$ cat config.mk
export PLATFORM = sky130hd
export DESIGN_NAME = uart_async_mode1_baud
export DESIGN_NICKNAME = d
export VERILOG_FILES = /design/src/verilog/uart_baud_pkg.sv /design/src/verilog/serial_port_if.sv /design/src/verilog/serial_port.sv /design/src/verilog/uart_async_mode1_baud.sv
export VERILOG_INCLUDE_DIRS = /design/src /design/src/verilog
export SDC_FILE = /design/constraint.sdc
export NUM_CORES = 1
export LEC_CHECK = 0
export BUFFER_PORTS_ARGS = -buffer_cell sky130_fd_sc_hd__buf_2
export CAP_MARGIN = 10
export CORE_ASPECT_RATIO = 1.2
export CORE_MARGIN = 3
export CORE_UTILIZATION = 52
export DETAILED_ROUTE_END_ITERATION = 7
export GPL_TIMING_DRIVEN = 0
export PLACE_DENSITY = 0.85
export SLEW_MARGIN = 30
export SYNTH_ARGS = -nofsm -noshare
export SYNTH_HDL_FRONTEND = slang
export SYNTH_SLANG_ARGS = --single-unit
$ cat constraint.sdc
create_clock -name clk -period 1.8 [get_ports clk]
set_clock_uncertainty 0.15 [all_clocks]
set_input_delay 0.09 -clock clk [delete_from_list [all_inputs] [get_ports clk]]
set_output_delay 0.09 -clock clk [all_outputs]
set_load 0.005 [all_outputs]
$ cat src/verilog/uart_baud_map.svh
`ifndef UART_BAUD_MAP_SVH
`define UART_BAUD_MAP_SVH

// ----------------
// Timer prescale and baud division
// ----------------
`define TIMER_A_SLOW_DIV     4'hc
`define TIMER_A_FAST_STEP    4'h8
`define WIDE_TIMER_DIV       1'h1
`define TIMER_A_MAX          8'hff
`define WIDE_TIMER_MAX       16'hffff
`define BAUD_DIV_LAST        4'hf

// ----------------
// Receive sampling points inside one bit
// ----------------
`define RX_SAMPLE_FIRST      4'h7
`define RX_SAMPLE_LAST       4'h9
`define RX_DATA_LAST_INDEX   3'h7

// ----------------
// Transmit frame and flag timing
// ----------------
`define TX_FRAME_BITS        4'ha
`define TX_DONE_DELAY        2'h2

// ----------------
// Reset values
// ----------------
`define SERIAL_IDLE_LEVEL    1'h1
`define BYTE_RESET           8'h00

`endif

$ cat src/verilog/uart_baud_pkg.sv
package uart_baud_pkg;

    // Gray order along the usual receive path
    typedef enum logic [1:0] {
        RX_IDLE  = 2'h0,
        RX_START = 2'h1,
        RX_DATA  = 2'h3,
        RX_STOP  = 2'h2
    } rx_state_t;

    typedef logic [7:0] byte_t;

endpackage

$ cat src/verilog/serial_port_if.sv
`timescale 1ns/10ps
interface serial_port_if;
    logic                    tx_tick;
    logic                    rx_tick;
    logic                    buffer_write;
    uart_baud_pkg::byte_t    write_data;
    logic                    rx_enable;
    logic                    multiproc_enable;
    logic                    tx_done_clear;
    logic                    rx_done_clear;
    uart_baud_pkg::byte_t    rx_byte;
    logic                    extra_bit;
    logic                    tx_done;
    logic                    rx_done;

    modport ctrl (
        output tx_tick, rx_tick, buffer_write, write_data, rx_enable,
               multiproc_enable, tx_done_clear, rx_done_clear,
        input  rx_byte, extra_bit, tx_done, rx_done
    );
    modport port (
        input  tx_tick, rx_tick, buffer_write, write_data, rx_enable,
               multiproc_enable, tx_done_clear, rx_done_clear,
        output rx_byte, extra_bit, tx_done, rx_done
    );
endinterface

$ cat src/verilog/serial_port.sv
`timescale 1ns/10ps
`include "uart_baud_map.svh"
module serial_port (
    input  wire logic   clk,
    input  wire logic   rst_n,
    input  wire logic   ce,
    input  wire logic   serial_in_pin,
    output logic        serial_out_pin,
    serial_port_if.port sp
);
    // ----------------
    // Transmitter
    // ----------------
    logic [3:0] tx_div_r;
    logic       tx_pend_r;
    logic [8:0] tx_shift_r;
    logic [3:0] tx_left_r;
    logic [1:0] tx_delay_r;
    logic       tx_roll;

    assign tx_roll = sp.tx_tick && (tx_div_r == `BAUD_DIV_LAST);

    always_ff @(posedge clk) begin
        if (!rst_n) begin
            tx_div_r <= 4'h0;
        end else if (ce && sp.tx_tick) begin
            tx_div_r <= tx_div_r + 4'h1;
        end
    end

    always_ff @(posedge clk) begin
        if (!rst_n) begin
            tx_pend_r      <= 1'b0;
            tx_shift_r     <= 9'h1ff;
            tx_left_r      <= 4'h0;
            serial_out_pin <= `SERIAL_IDLE_LEVEL;
            tx_delay_r     <= 2'h0;
        end else if (ce) begin
            if (sp.buffer_write) begin
                tx_pend_r  <= 1'b1;
                tx_shift_r <= {1'b1, sp.write_data};
            end
            if (tx_delay_r != 2'h0) begin
                tx_delay_r <= tx_delay_r - 2'h1;
            end
            if (tx_roll) begin
                if (tx_left_r != 4'h0) begin
                    // Ones fill in behind the stop bit; the tenth count ends it
                    serial_out_pin <= tx_shift_r[0];
                    tx_shift_r     <= {1'b1, tx_shift_r[8:1]};
                    tx_left_r      <= tx_left_r - 4'h1;
                    if (tx_left_r == 4'h1) begin
                        tx_delay_r <= `TX_DONE_DELAY;  // see [RULE10]
                    end
                end else if (tx_pend_r && !sp.buffer_write) begin
                    serial_out_pin <= 1'b0;  // see [RULE8] see [RULE9]
                    tx_pend_r      <= 1'b0;
                    tx_left_r      <= `TX_FRAME_BITS;
                end else begin
                    serial_out_pin <= `SERIAL_IDLE_LEVEL;
                end
            end
        end
    end

    // Set wins over a same-cycle clear
    always_ff @(posedge clk) begin
        if (!rst_n) begin
            sp.tx_done <= 1'b0;
        end else if (ce) begin
            if (tx_delay_r == 2'h1) begin
                sp.tx_done <= 1'b1;  // see [RULE10]
            end else if (sp.tx_done_clear) begin
                sp.tx_done <= 1'b0;
            end
        end
    end

    // ----------------
    // Receiver
    // ----------------
    logic                     rx_meta_r;
    logic                     rx_sync_r;
    logic                     rx_prev_r;
    logic [3:0]               rx_div_r;
    logic [2:0]               rx_votes_r;
    logic [2:0]               rx_index_r;
    uart_baud_pkg::byte_t     rx_shift_r;
    uart_baud_pkg::rx_state_t rx_state_r;
    logic                     rx_decide;
    logic                     rx_bit;
    logic                     rx_accept;

    function automatic logic majority(input logic [2:0] v);
        majority = (v[0] & v[1]) | (v[1] & v[2]) | (v[0] & v[2]);
    endfunction

    always_ff @(posedge clk) begin
        if (!rst_n) begin
            rx_meta_r <= 1'b1;
            rx_sync_r <= 1'b1;
            rx_prev_r <= 1'b1;
        end else if (ce) begin
            rx_meta_r <= serial_in_pin;
            rx_sync_r <= rx_meta_r;
            rx_prev_r <= rx_sync_r;
        end
    end

    assign rx_decide = sp.rx_tick && (rx_div_r == `RX_SAMPLE_LAST);
    assign rx_bit    = majority({rx_votes_r[1:0], rx_sync_r});  // see [RULE13]
    assign rx_accept = !sp.rx_done && (!sp.multiproc_enable || rx_bit);  // see [RULE15]

    always_ff @(posedge clk) begin
        if (!rst_n) begin
            rx_div_r   <= 4'h0;
            rx_votes_r <= 3'h7;
        end else if (ce) begin
            if (rx_state_r == uart_baud_pkg::RX_IDLE) begin
                rx_div_r <= 4'h0;  // see [RULE12]
            end else if (sp.rx_tick) begin
                rx_div_r <= rx_div_r + 4'h1;
                if (rx_div_r >= `RX_SAMPLE_FIRST && rx_div_r <= `RX_SAMPLE_LAST) begin
                    rx_votes_r <= {rx_votes_r[1:0], rx_sync_r};
                end
            end
        end
    end

    always_ff @(posedge clk) begin
        if (!rst_n) begin
            rx_state_r <= uart_baud_pkg::RX_IDLE;
            rx_index_r <= 3'h0;
            rx_shift_r <= `BYTE_RESET;
        end else if (ce) begin
            case (rx_state_r)
                uart_baud_pkg::RX_IDLE: begin
                    if (sp.rx_enable && rx_prev_r && !rx_sync_r) begin
                        rx_state_r <= uart_baud_pkg::RX_START;  // see [RULE11]
                    end
                end
                uart_baud_pkg::RX_START: begin
                    if (rx_decide) begin
                        rx_index_r <= 3'h0;
                        rx_state_r <= rx_bit ? uart_baud_pkg::RX_IDLE  // see [RULE14]
                                             : uart_baud_pkg::RX_DATA;
                    end
                end
                uart_baud_pkg::RX_DATA: begin
                    if (rx_decide) begin
                        rx_shift_r <= {rx_bit, rx_shift_r[7:1]};
                        rx_index_r <= rx_index_r + 3'h1;
                        if (rx_index_r == `RX_DATA_LAST_INDEX) begin
                            rx_state_r <= uart_baud_pkg::RX_STOP;
                        end
                    end
                end
                uart_baud_pkg::RX_STOP: begin
                    if (rx_decide) begin
                        rx_state_r <= uart_baud_pkg::RX_IDLE;  // see [RULE17]
                    end
                end
                default: begin
                    rx_state_r <= uart_baud_pkg::RX_IDLE;
                end
            endcase
        end
    end

    always_ff @(posedge clk) begin
        if (!rst_n) begin
            sp.rx_byte   <= `BYTE_RESET;
            sp.extra_bit <= 1'b0;
            sp.rx_done   <= 1'b0;
        end else if (ce) begin
            if (rx_state_r == uart_baud_pkg::RX_STOP && rx_decide && rx_accept) begin
                sp.rx_byte   <= rx_shift_r;  // see [RULE16]
                sp.extra_bit <= rx_bit;
                sp.rx_done   <= 1'b1;
            end else if (sp.rx_done_clear) begin
                sp.rx_done <= 1'b0;
            end
        end
    end
endmodule

$ cat src/verilog/uart_async_mode1_baud.sv
`timescale 1ns/10ps
`include "uart_baud_map.svh"
// Function
// [RULE1] Port 0 may use either timer for baud; port 1 only the 8-bit timer.
// [RULE2] Each timer rollover gives one baud pulse, divided by 16 per bit.
// [RULE3] Doubling bit chooses whether 8-bit timer rollovers are halved first.
// [RULE4] 8-bit rate: 2^d/32 * clock / ((12-8*sel)*(256-reload)).
// [RULE5] Transmit and receive select bits route the 16-bit timer independently.
// [RULE6] 16-bit rate: clock / (32*(65536-reload)).
// [RULE7] While routed to a port, 16-bit rollover sets no flag; trigger ignored.
// [RULE8] Transmission starts at the first divide-by-16 rollover after a write.
// [RULE9] Frame: low start bit, eight data bits LSB first, high stop bit.
// [RULE10] Transmit-done flag sets two clocks after the stop bit ends.
// [RULE11] Reception starts on a falling input edge only while enabled.
// [RULE12] Input sampled 16 times per bit; start edge realigns divider.
// [RULE13] Each bit decided by majority of three middle samples.
// [RULE14] Start bit not voted low abandons the frame.
// [RULE15] Accept frame only if receive-done clear and, in multiproc, stop is 1.
// [RULE16] Acceptance loads byte, stop bit, sets receive-done; else nothing changes.
// [RULE17] After mid stop bit the receiver waits for the next falling edge.
// [RULE18] Software should run the 8-bit timer in auto-reload mode.
// [RULE19] Software clears the done flags; hardware never does.
// [RULE20] Both ports share identical independent logic, differing only in source.
module uart_async_mode1_baud #(
    parameter int DATA_BITS = 8
) (
    input  wire logic        clk,
    input  wire logic        rst_n,
    input  wire logic        ce,
    input  wire logic [7:0]  timer_a_reload_byte,
    input  wire logic        timer_a_clock_select,
    input  wire logic [7:0]  wide_timer_reload_high,
    input  wire logic [7:0]  wide_timer_reload_low,
    input  wire logic        tx_wide_timer_select,
    input  wire logic        rx_wide_timer_select,
    input  wire logic        wide_timer_external_trigger,
    input  wire logic        wide_timer_overflow_clear,
    output logic             wide_timer_overflow_flag,
    input  wire logic        port0_baud_double_bit,
    input  wire logic        port1_baud_double_bit,
    input  wire logic        port0_buffer_write,
    input  wire logic [7:0]  port0_write_data,
    input  wire logic        port1_buffer_write,
    input  wire logic [7:0]  port1_write_data,
    input  wire logic        port0_rx_enable,
    input  wire logic        port1_rx_enable,
    input  wire logic        port0_multiproc_enable,
    input  wire logic        port1_multiproc_enable,
    input  wire logic        port0_tx_done_clear,
    input  wire logic        port0_rx_done_clear,
    input  wire logic        port1_tx_done_clear,
    input  wire logic        port1_rx_done_clear,
    input  wire logic        port0_serial_in_pin,
    input  wire logic        port1_serial_in_pin,
    output logic             port0_serial_out_pin,
    output logic             port1_serial_out_pin,
    output logic [7:0]       port0_serial_buffer,
    output logic [7:0]       port1_serial_buffer,
    output logic             port0_received_extra_bit,
    output logic             port1_received_extra_bit,
    output logic             port0_tx_done_flag,
    output logic             port1_tx_done_flag,
    output logic             port0_rx_done_flag,
    output logic             port1_rx_done_flag
);
    // Frame width is fixed by the shift logic
    if (DATA_BITS != 8) begin : g_bad_width
        $error("DATA_BITS must be 8");
    end

    // ----------------
    // 8-bit auto-reload timer
    // ----------------
    logic [3:0] a_pre_r;
    logic [7:0] a_cnt_r;
    logic       a_roll_r;
    logic [3:0] a_pre_last;

    // Prescale of 12 or 4 core clocks per count
    assign a_pre_last = `TIMER_A_SLOW_DIV - (timer_a_clock_select ? `TIMER_A_FAST_STEP : 4'h0) - 4'h1;

    always_ff @(posedge clk) begin
        if (!rst_n) begin
            a_pre_r  <= 4'h0;
            a_cnt_r  <= 8'h00;
            a_roll_r <= 1'b0;
        end else if (ce) begin
            a_roll_r <= 1'b0;
            if (a_pre_r >= a_pre_last) begin
                a_pre_r <= 4'h0;
                if (a_cnt_r == `TIMER_A_MAX) begin
                    a_cnt_r  <= timer_a_reload_byte;  // see [RULE4]
                    a_roll_r <= 1'b1;  // see [RULE2]
                end else begin
                    a_cnt_r <= a_cnt_r + 8'h01;
                end
            end else begin
                a_pre_r <= a_pre_r + 4'h1;
            end
        end
    end

    // ----------------
    // Per-port halving stage
    // ----------------
    logic [1:0] half_r;
    logic [1:0] a_tick;

    assign a_tick[0] = a_roll_r && (port0_baud_double_bit || half_r[0]);  // see [RULE3]
    assign a_tick[1] = a_roll_r && (port1_baud_double_bit || half_r[1]);  // see [RULE3]

    always_ff @(posedge clk) begin
        if (!rst_n) begin
            half_r <= 2'h0;
        end else if (ce && a_roll_r) begin
            half_r <= ~half_r;
        end
    end

    // ----------------
    // 16-bit auto-reload timer
    // ----------------
    logic        w_pre_r;
    logic [15:0] w_cnt_r;
    logic        w_roll_r;
    logic        trig_meta_r;
    logic        trig_sync_r;
    logic        trig_prev_r;
    logic        w_baud_mode;
    logic [15:0] w_reload;

    assign w_baud_mode = tx_wide_timer_select || rx_wide_timer_select;
    assign w_reload    = {wide_timer_reload_high, wide_timer_reload_low};

    always_ff @(posedge clk) begin
        if (!rst_n) begin
            trig_meta_r <= 1'b1;
            trig_sync_r <= 1'b1;
            trig_prev_r <= 1'b1;
        end else if (ce) begin
            trig_meta_r <= wide_timer_external_trigger;
            trig_sync_r <= trig_meta_r;
            trig_prev_r <= trig_sync_r;
        end
    end

    // Two core clocks per count give clock/32 per bit after the /16
    always_ff @(posedge clk) begin
        if (!rst_n) begin
            w_pre_r  <= 1'b0;
            w_cnt_r  <= 16'h0000;
            w_roll_r <= 1'b0;
        end else if (ce) begin
            w_roll_r <= 1'b0;
            w_pre_r  <= w_pre_r + 1'b1;
            if (!w_baud_mode && trig_prev_r && !trig_sync_r) begin
                w_cnt_r <= w_reload;  // see [RULE7]
            end else if (w_pre_r == `WIDE_TIMER_DIV) begin
                if (w_cnt_r == `WIDE_TIMER_MAX) begin
                    w_cnt_r  <= w_reload;  // see [RULE6]
                    w_roll_r <= 1'b1;  // see [RULE2]
                end else begin
                    w_cnt_r <= w_cnt_r + 16'h0001;
                end
            end
        end
    end

    // Set wins over a same-cycle clear
    always_ff @(posedge clk) begin
        if (!rst_n) begin
            wide_timer_overflow_flag <= 1'b0;
        end else if (ce) begin
            if (w_roll_r && !w_baud_mode) begin
                wide_timer_overflow_flag <= 1'b1;  // see [RULE7]
            end else if (wide_timer_overflow_clear) begin
                wide_timer_overflow_flag <= 1'b0;
            end
        end
    end

    // ----------------
    // Serial ports
    // ----------------
    serial_port_if p0_if ();
    serial_port_if p1_if ();

    // Only port 0 may route the wide timer
    assign p0_if.tx_tick          = tx_wide_timer_select ? w_roll_r : a_tick[0];  // see [RULE1] see [RULE5]
    assign p0_if.rx_tick          = rx_wide_timer_select ? w_roll_r : a_tick[0];  // see [RULE5]
    assign p1_if.tx_tick          = a_tick[1];  // see [RULE1]
    assign p1_if.rx_tick          = a_tick[1];
    assign p0_if.buffer_write     = port0_buffer_write;
    assign p0_if.write_data       = port0_write_data;
    assign p0_if.rx_enable        = port0_rx_enable;
    assign p0_if.multiproc_enable = port0_multiproc_enable;
    assign p0_if.tx_done_clear    = port0_tx_done_clear;
    assign p0_if.rx_done_clear    = port0_rx_done_clear;
    assign p1_if.buffer_write     = port1_buffer_write;
    assign p1_if.write_data       = port1_write_data;
    assign p1_if.rx_enable        = port1_rx_enable;
    assign p1_if.multiproc_enable = port1_multiproc_enable;
    assign p1_if.tx_done_clear    = port1_tx_done_clear;
    assign p1_if.rx_done_clear    = port1_rx_done_clear;

    // Identical independent ports
    serial_port u_port0 (  // see [RULE20]
        .clk            (clk),
        .rst_n          (rst_n),
        .ce             (ce),
        .serial_in_pin  (port0_serial_in_pin),
        .serial_out_pin (port0_serial_out_pin),
        .sp             (p0_if.port)
    );

    serial_port u_port1 (
        .clk            (clk),
        .rst_n          (rst_n),
        .ce             (ce),
        .serial_in_pin  (port1_serial_in_pin),
        .serial_out_pin (port1_serial_out_pin),
        .sp             (p1_if.port)
    );

    // Straight from the port flip-flops
    assign port0_serial_buffer      = p0_if.rx_byte;
    assign port1_serial_buffer      = p1_if.rx_byte;
    assign port0_received_extra_bit = p0_if.extra_bit;
    assign port1_received_extra_bit = p1_if.extra_bit;
    assign port0_tx_done_flag       = p0_if.tx_done;
    assign port1_tx_done_flag       = p1_if.tx_done;
    assign port0_rx_done_flag       = p0_if.rx_done;
    assign port1_rx_done_flag       = p1_if.rx_done;
endmodule

Word level (Yosys, flattened, before mapping)
Cells that the tools add are included.
{ "op_classes": {"n_addsub": 16, "mul": 0, "div_mod_pow": 0, "order_cmp": 5, "n_eq_ne": 28, "shift": 0, "muxes": 77, "bitwise_logic": 13, "reduce_logical": 82} }
{ "ops": {"columns": ["cell", "n"], "rows": [
  ["two-way mux 9 bit", 6],
  ["two-way mux 16 bit", 3],
  ["two-way mux 2 bit", 20],
  ["two-way mux 4 bit", 10],
  ["two-way mux 1 bit", 29],
  ["nonzero test 2 bit", 14],
  ["logical AND 1 bit", 26],
  ["AND reduction 2 bit", 13],
  ["adder 4 x 1 -> 4 bit, second input constant", 5],
  ["adder 16 x 1 -> 16 bit, second input constant", 1],
  ["equality test 16 bit, second input constant", 1],
  ["equality test 4 bit, second input constant", 4],
  ["!= test 2 x 1 -> 1 bit, second input constant", 8],
  ["one-hot mux 2 bit (4 select lines)", 2],
  ["AND reduction 4 bit", 4],
  ["two-way mux 3 bit", 4],
  ["one-hot mux 3 bit (2 select lines)", 2],
  ["AND reduction 3 bit", 4],
  ["AND reduction 6 bit", 2],
  ["subtractor 4 x 1 -> 4 bit, second input constant", 3],
  ["zero test 1 bit", 10],
  ["adder 8 x 1 -> 8 bit, second input constant", 1],
  ["equality test 2 x 1 -> 1 bit, second input constant", 4],
  ["equality test 2 bit, second input constant", 4],
  ["other kinds (19)", 41]
]} }
{ "totals": {"reg_bits": 145, "latchBits": 0, "ramBits": 0, "romBits": 0, "inputBits": 62, "output_inout_bits": 25, "wordCells": 268, "n_memories": 0} }

Logic depth before layout (Yosys ltp)
{ "depth": {"depth_word": 8, "ltp_mapped": 8, "depth_no_buf": 7} }

Hierarchy
A second synthesis with hierarchy kept.
{ "hier_totals": {"cells_unflattened": 771, "area_unflattened_um2": 6962.9} }
{ "modules_own_cells": {"columns": ["mod", "instances", "cells_each", "area_per_inst_um2", "seq_area_each_um2"], "rows": [
  ["serial_port", 2, 256, 2437.3, 1081.0],
  ["uart_async_mode1_baud", 1, 259, 2088.3, 740.7]
]} }

Worst setup path after synthesis
OpenSTA, ideal clock, no wires.
{ "synth_timing": {"kind": "register to register", "startpoint": "reg u_port1.rx_div_r[0]", "endpoint": "reg u_port1.rx_state_r[1]", "setup_ps": 119, "arrival_ps": 1554, "t_required_ps": 1531, "path_slack_ps": -23, "path_stages_with_launch": 7, "n_path_buf": 0, "synth_period_minus_slack_ps": 1823, "path_cell_list": "dfxtp_1 ha_1 and3b_1 or3b_1 a21oi_2 inv_1 o221a_1"} }
{ "synth_via": {"elab_chain_len": 4, "elab_cells_between_ends": 6, "classes_between": "eq/ne: 4; reduce/logical: 2"} }
{ "synth_rtl": {"columns": ["element", "line_no", "rtl"], "rows": [
  ["start, declared", "serial_port.sv:85", "logic [3:0] rx_div_r;"],
  ["start signal, assigned", "serial_port.sv:122", "rx_div_r <= rx_div_r + 4'h1;"],
  ["equality test 4 bit (no line) (*)", null, null],
  ["logical AND 1 bit (*)", "serial_port.sv:110", "assign rx_decide = sp.rx_tick && (rx_div_r == `RX_SAMPLE_LAST);"],
  ["!= test 2 x 1 -> 1 bit (no line)", null, null],
  ["AND reduction 6 bit (no line) (*)", null, null],
  ["end signal, assigned", "serial_port.sv:132", "rx_state_r <= uart_baud_pkg::RX_IDLE;"],
  ["end signal, assigned", "serial_port.sv:139", "rx_state_r <= uart_baud_pkg::RX_START;"],
  ["end signal, assigned", "serial_port.sv:145", "rx_state_r <= rx_bit ? uart_baud_pkg::RX_IDLE"],
  ["end, declared", "serial_port.sv:89", "uart_baud_pkg::rx_state_t rx_state_r;"]
]} }
Mark *: on every way between the ends. The rest lies on a longest branch, timed or not.
A chain may end at the register's enable or synchronous reset.

Worst setup path in the final report
{ "layout_timing": {"startpoint": "reg u_port1.rx_div_r[1]", "endpoint": "reg u_port1.rx_state_r[0]"} }
The elaborated chain is that of the path after synthesis.

==> qor.csv <==
stage;metric;value;unit
status;status;finished, violations left;
status;violations;negative setup slack;
clock_tree;clock_sinks;145;
timing;fmax;509;MHz
job;cap_viol_max_count;0;
critical_path;path_buf_inv;1;
finish;nets;1055;
detailed_routing;wl_met2;11.5;mm
clock_tree;cts_buffers;17;
finish;fillers;738;
yosys;yosys_warnings;0;
timing;worst_slew_pin_slew;0.759;ns
timing;setup_viol;24;
power;power_density;805;nW/um^2
placement;io_buffer_count;85;
global_routing;gr-total-overflow;0;
finish;seqCellArea;2970;um^2
floorplanning;io_pins;87;
detailed_routing;drtIter0Drc;743;
yosys;yosysSeqAreaShare;0.426;
clock_tree;clkTransAtPathRegs;0.06;ns
clock_tree;root_buffer;clkbuf_16;
critical_path;endpoint_kind;register;
detailed_routing;maxUsedRoutingLayer;met4;
timing;min_period;1.97;ns
detailed_routing;vias;7149;
timing;drv_slew;0;
min_path;hp-class;input port to register;
finish;drive_gt1_frac;0.299;
min_path;whs_path_depth;4;
critical_path;cpPeakStageDelay;0.37;ns
critical_path;crit_required;1.95;ns
global_routing;grt_pass1_wl;32.8;mm
critical_path;r2r_slack;-0.17;ns
finish;fin_area;9510;um^2
clock_tree;clk_path_buf_depth;2;
detailed_routing;ant_nets;0;
critical_path;timing.rr.start;u_port1.rx_div_r[1]$_SDFFE_PN0P_;
critical_path;crit_path_top_delay_cell;or3b_1;
detailed_routing;drtPass1Iterations;8;
critical_path;cp.arrival;2.12;ns
finish;num_antenna_cells;0;
critical_path;r2r-end;u_port1.rx_state_r[0]$_SDFFE_PN0P_;
min_path;hp-start;port0_buffer_write;
power;peakVddDrop;0.000744;V
timing;hold_viol;0;
critical_path;start_kind;register;
timing;rsz0062_at_grt;yes;
yosys;yosys_most_used_dff;dfxtp_1;
global_routing;antenna_found_initial;0;
clock_tree;clk_latency;0.43;ns
detailed_routing;wl_met1;8.32;mm
power;power.total;7.66;mW
floorplanning;dieArea;14500;um^2
floorplanning;initial_core_util;0.536;
placement;dpl_cell_area;7450;um^2
yosys;synth_nets;855;
detailed_routing;drt_wl_total;22.9;mm
global_routing;grt_max_degree;17;
floorplanning;die_w;111;um
yosys;async_reset_ff_frac;0;
detailed_routing;avgViaCountPerCell;6.22;
min_path;min_to;u_port0.tx_shift_r[1]$_SDFFE_PN1P_;
timing;post-route-period-util;1.09;
global_routing;track_usage;0.273;
yosys;synth_edf_count;0;
finish;area_delta_synth_final;39.5;%
floorplanning;die_y;131;um
finish;multiInputGateArea;4050;um^2
detailed_routing;wl_met3;1.98;mm
critical_path;cp_top_family;simple AND/OR/NAND/NOR gates;
clock_tree;cts_tree;done;
yosys;netlist_area;6820;um^2
timing;fin_ws;-0.166;ns
critical_path;worstSetupPathType;register to register;
clock_tree;cts-htree-levels;4;
critical_path;rr_worst_depth;7;
placement;dp_hpwl;11.9;mm
finish;final_core_util;0.747;
detailed_routing;wl_per_cell;19.9;um
power;p_leak;3.88;nW
yosys;syn-mean-instance-area;8.82;um^2
yosys;ys_ff_latch;145;
timing;slew-limit-headroom;0.494;
placement;gp_congestion;0.889;
critical_path;cp_num_cells;7;
detailed_routing;drc_errors;0;
global_routing;grt_pass1_vias;6830;
floorplanning;placementRows;45;
yosys;synthDistinctLibCells;77;
critical_path;cp_max_fo;4;
floorplanning;core;12700;um^2
yosys;syn_inst;773;
critical_path;cp_cell_sequence;inv_2 > ha_4 > and3b_2 > or3b_1 > a21oi_2 > mux2i_1 > nor2_1;
[metrics by stage]
stage | cells | TNS, ns | worst slack (ns) | hold WS, ns
2_1_floorplan | 773 | 0 | 0.00352 | 0.0684
3_3_place_gp | 1022 | -7.40 | -0.221 | 0.155
3_5_place_dp | 1022 | -9.55 | -0.228 | 0.160
4_1_cts | 1132 | -0.122 | -0.0606 | 0.00502
5_1_grt | 1150 | -2.71 | -0.211 | 0.0520
6_report | 1150 | -0.841 | -0.166 | 0.0349
[logic make-up after synthesis]
| family | count (synthesis) | synth area share |
|---|---|---|
| simple gates | 306 | 0.226 |
| compound gates | 164 | 0.159 |
| flops | 145 | 0.426 |
| buf+inv | 61 | 0.0416 |
| mux | 60 | 0.0884 |
| fa+ha+maj | 22 | 0.0396 |
| xor+xnor | 15 | 0.0193 |
[worst register-to-register path: stages (launching register included)]
cell	delay [ns]
dfxtp_2	0.32
inv_2	0.07
ha_4	0.14
and3b_2	0.22
or3b_1	0.37
a21oi_2	0.23
mux2i_1	0.28
nor2_1	0.06
[synthesized netlist by cell type, drive strengths merged, types with 3 or more instances]
master / instances / area share
o21ai: 50 / 0.038
nand3: 48 / 0.035
a32oi: 3 / 0.0039
nor4b: 3 / 0.0061
clkbuf: 20 / 0.012
nand4: 15 / 0.017
and3b: 3 / 0.0039
a211oi: 7 / 0.0077
o32ai: 8 / 0.010
and3: 12 / 0.011
and2: 6 / 0.0055
or3: 3 / 0.0028
nor4: 3 / 0.0028
nor2b: 8 / 0.0073
and4: 4 / 0.0057
o31ai: 3 / 0.0033
a311oi: 5 / 0.0064
a31oi: 8 / 0.0073
xor2: 11 / 0.014
o2bb2ai: 3 / 0.0039
nand3b: 4 / 0.0044
o21a: 6 / 0.0077
xnor2: 4 / 0.0051
a22oi: 3 / 0.0033
mux2i: 58 / 0.085
o221a: 3 / 0.0050
nand2: 71 / 0.039
nand2b: 13 / 0.012
nor2: 95 / 0.054
buf: 21 / 0.018
nor3: 6 / 0.0044
a21oi: 36 / 0.028
o22ai: 7 / 0.0064
ha: 20 / 0.037
inv: 20 / 0.011
a2bb2oi: 10 / 0.013
dfxtp: 145 / 0.43
[power by group]
part           leakage, nW  switching (mW)  internal (mW)  total, mW
clock network        0.313            1.48           2.38       3.86
logic                 2.38           0.281          0.239      0.520
registers             1.19          0.0426           3.24       3.28
[cell usage in the layout, fill, tap and decap left out, types with 6 or more instances in the layout]
cell type / count
ha_4: 6
ha_1: 11
a31oi_1: 8
nor2_1: 90
inv_1: 15
xor2_1: 11
buf_2: 94
buf_4: 39
nand3_1: 43
dfxtp_2: 15
o22ai_1: 7
clkbuf_1: 17
mux2i_1: 53
nand2b_1: 12
and3_1: 7
dfxtp_4: 12
nand2_1: 69
nand4_1: 12
o32ai_1: 8
o21ai_0: 17
dfxtp_1: 118
dlygate4sd3_1: 54
buf_6: 12
a2bb2oi_1: 8
o21ai_1: 27
a21oi_1: 31
nor2b_1: 8
clkbuf_16: 17
[what timing repair did]
item,CTS,global route
gates cloned,2,0
setup endpoints to repair,76,90
hold buffers,54,0
resized for setup,70,77
setup buffers,23,19
pin swaps,11,17
hold endpoints to repair,49,0
[flip-flops by register name (all words and copies together) (netlist names), 3 cells and up]
name                flops
a_cnt_r                 8
a_pre_r                 4
u_port0.rx_div_r        4
u_port0.rx_index_r      3
u_port0.rx_shift_r      8
u_port0.sp.rx_byte      8
u_port0.tx_div_r        4
u_port0.tx_left_r       4
u_port0.tx_shift_r      9
u_port1.rx_div_r        4
u_port1.rx_index_r      3
u_port1.rx_shift_r      8
u_port1.sp.rx_byte      8
u_port1.tx_div_r        4
u_port1.tx_left_r       4
u_port1.tx_shift_r      9
w_cnt_r                16
[metal layers]
layer  vias to the layer above  track usage
met4                         0        0.117
met2                       460        0.479
met3                       118       0.0580
li1                       3176            -
met5                         -            0
met1                      3395        0.319
[worst max path at each step]
| stage | from | end |
|---|---|---|
| finish | u_port1.rx_div_r[1]$_SDFFE_PN0P_ | u_port1.rx_state_r[0]$_SDFFE_PN0P_ |
| global route | u_port1.rx_div_r[1]$_SDFFE_PN0P_ | u_port1.rx_state_r[0]$_SDFFE_PN0P_ |
| CTS | u_port1.rx_div_r[1]$_SDFFE_PN0P_ | u_port1.rx_state_r[0]$_SDFFE_PN0P_ |
| detailed placement | u_port1.tx_left_r[0]$_SDFFE_PN0P_ | u_port1.tx_shift_r[0]$_SDFFE_PN1P_ |
| global placement | u_port1.tx_left_r[0]$_SDFFE_PN0P_ | u_port1.tx_shift_r[0]$_SDFFE_PN1P_ |
| floorplan | u_port1.tx_left_r[0]$_SDFFE_PN0P_ | u_port1.tx_shift_r[0]$_SDFFE_PN1P_ |
[layout make-up]
type                    instances  share of cell area
multi-input cells             567               0.425
plain buffers                  39              0.0245
repair buffers                183               0.141
clock inverters                14              0.0216
well taps                     164              0.0216
inverters                      20             0.00816
clock buffers                  18              0.0462
flip-flops and latches        145               0.312
Power figures use the tool's default switching activity.
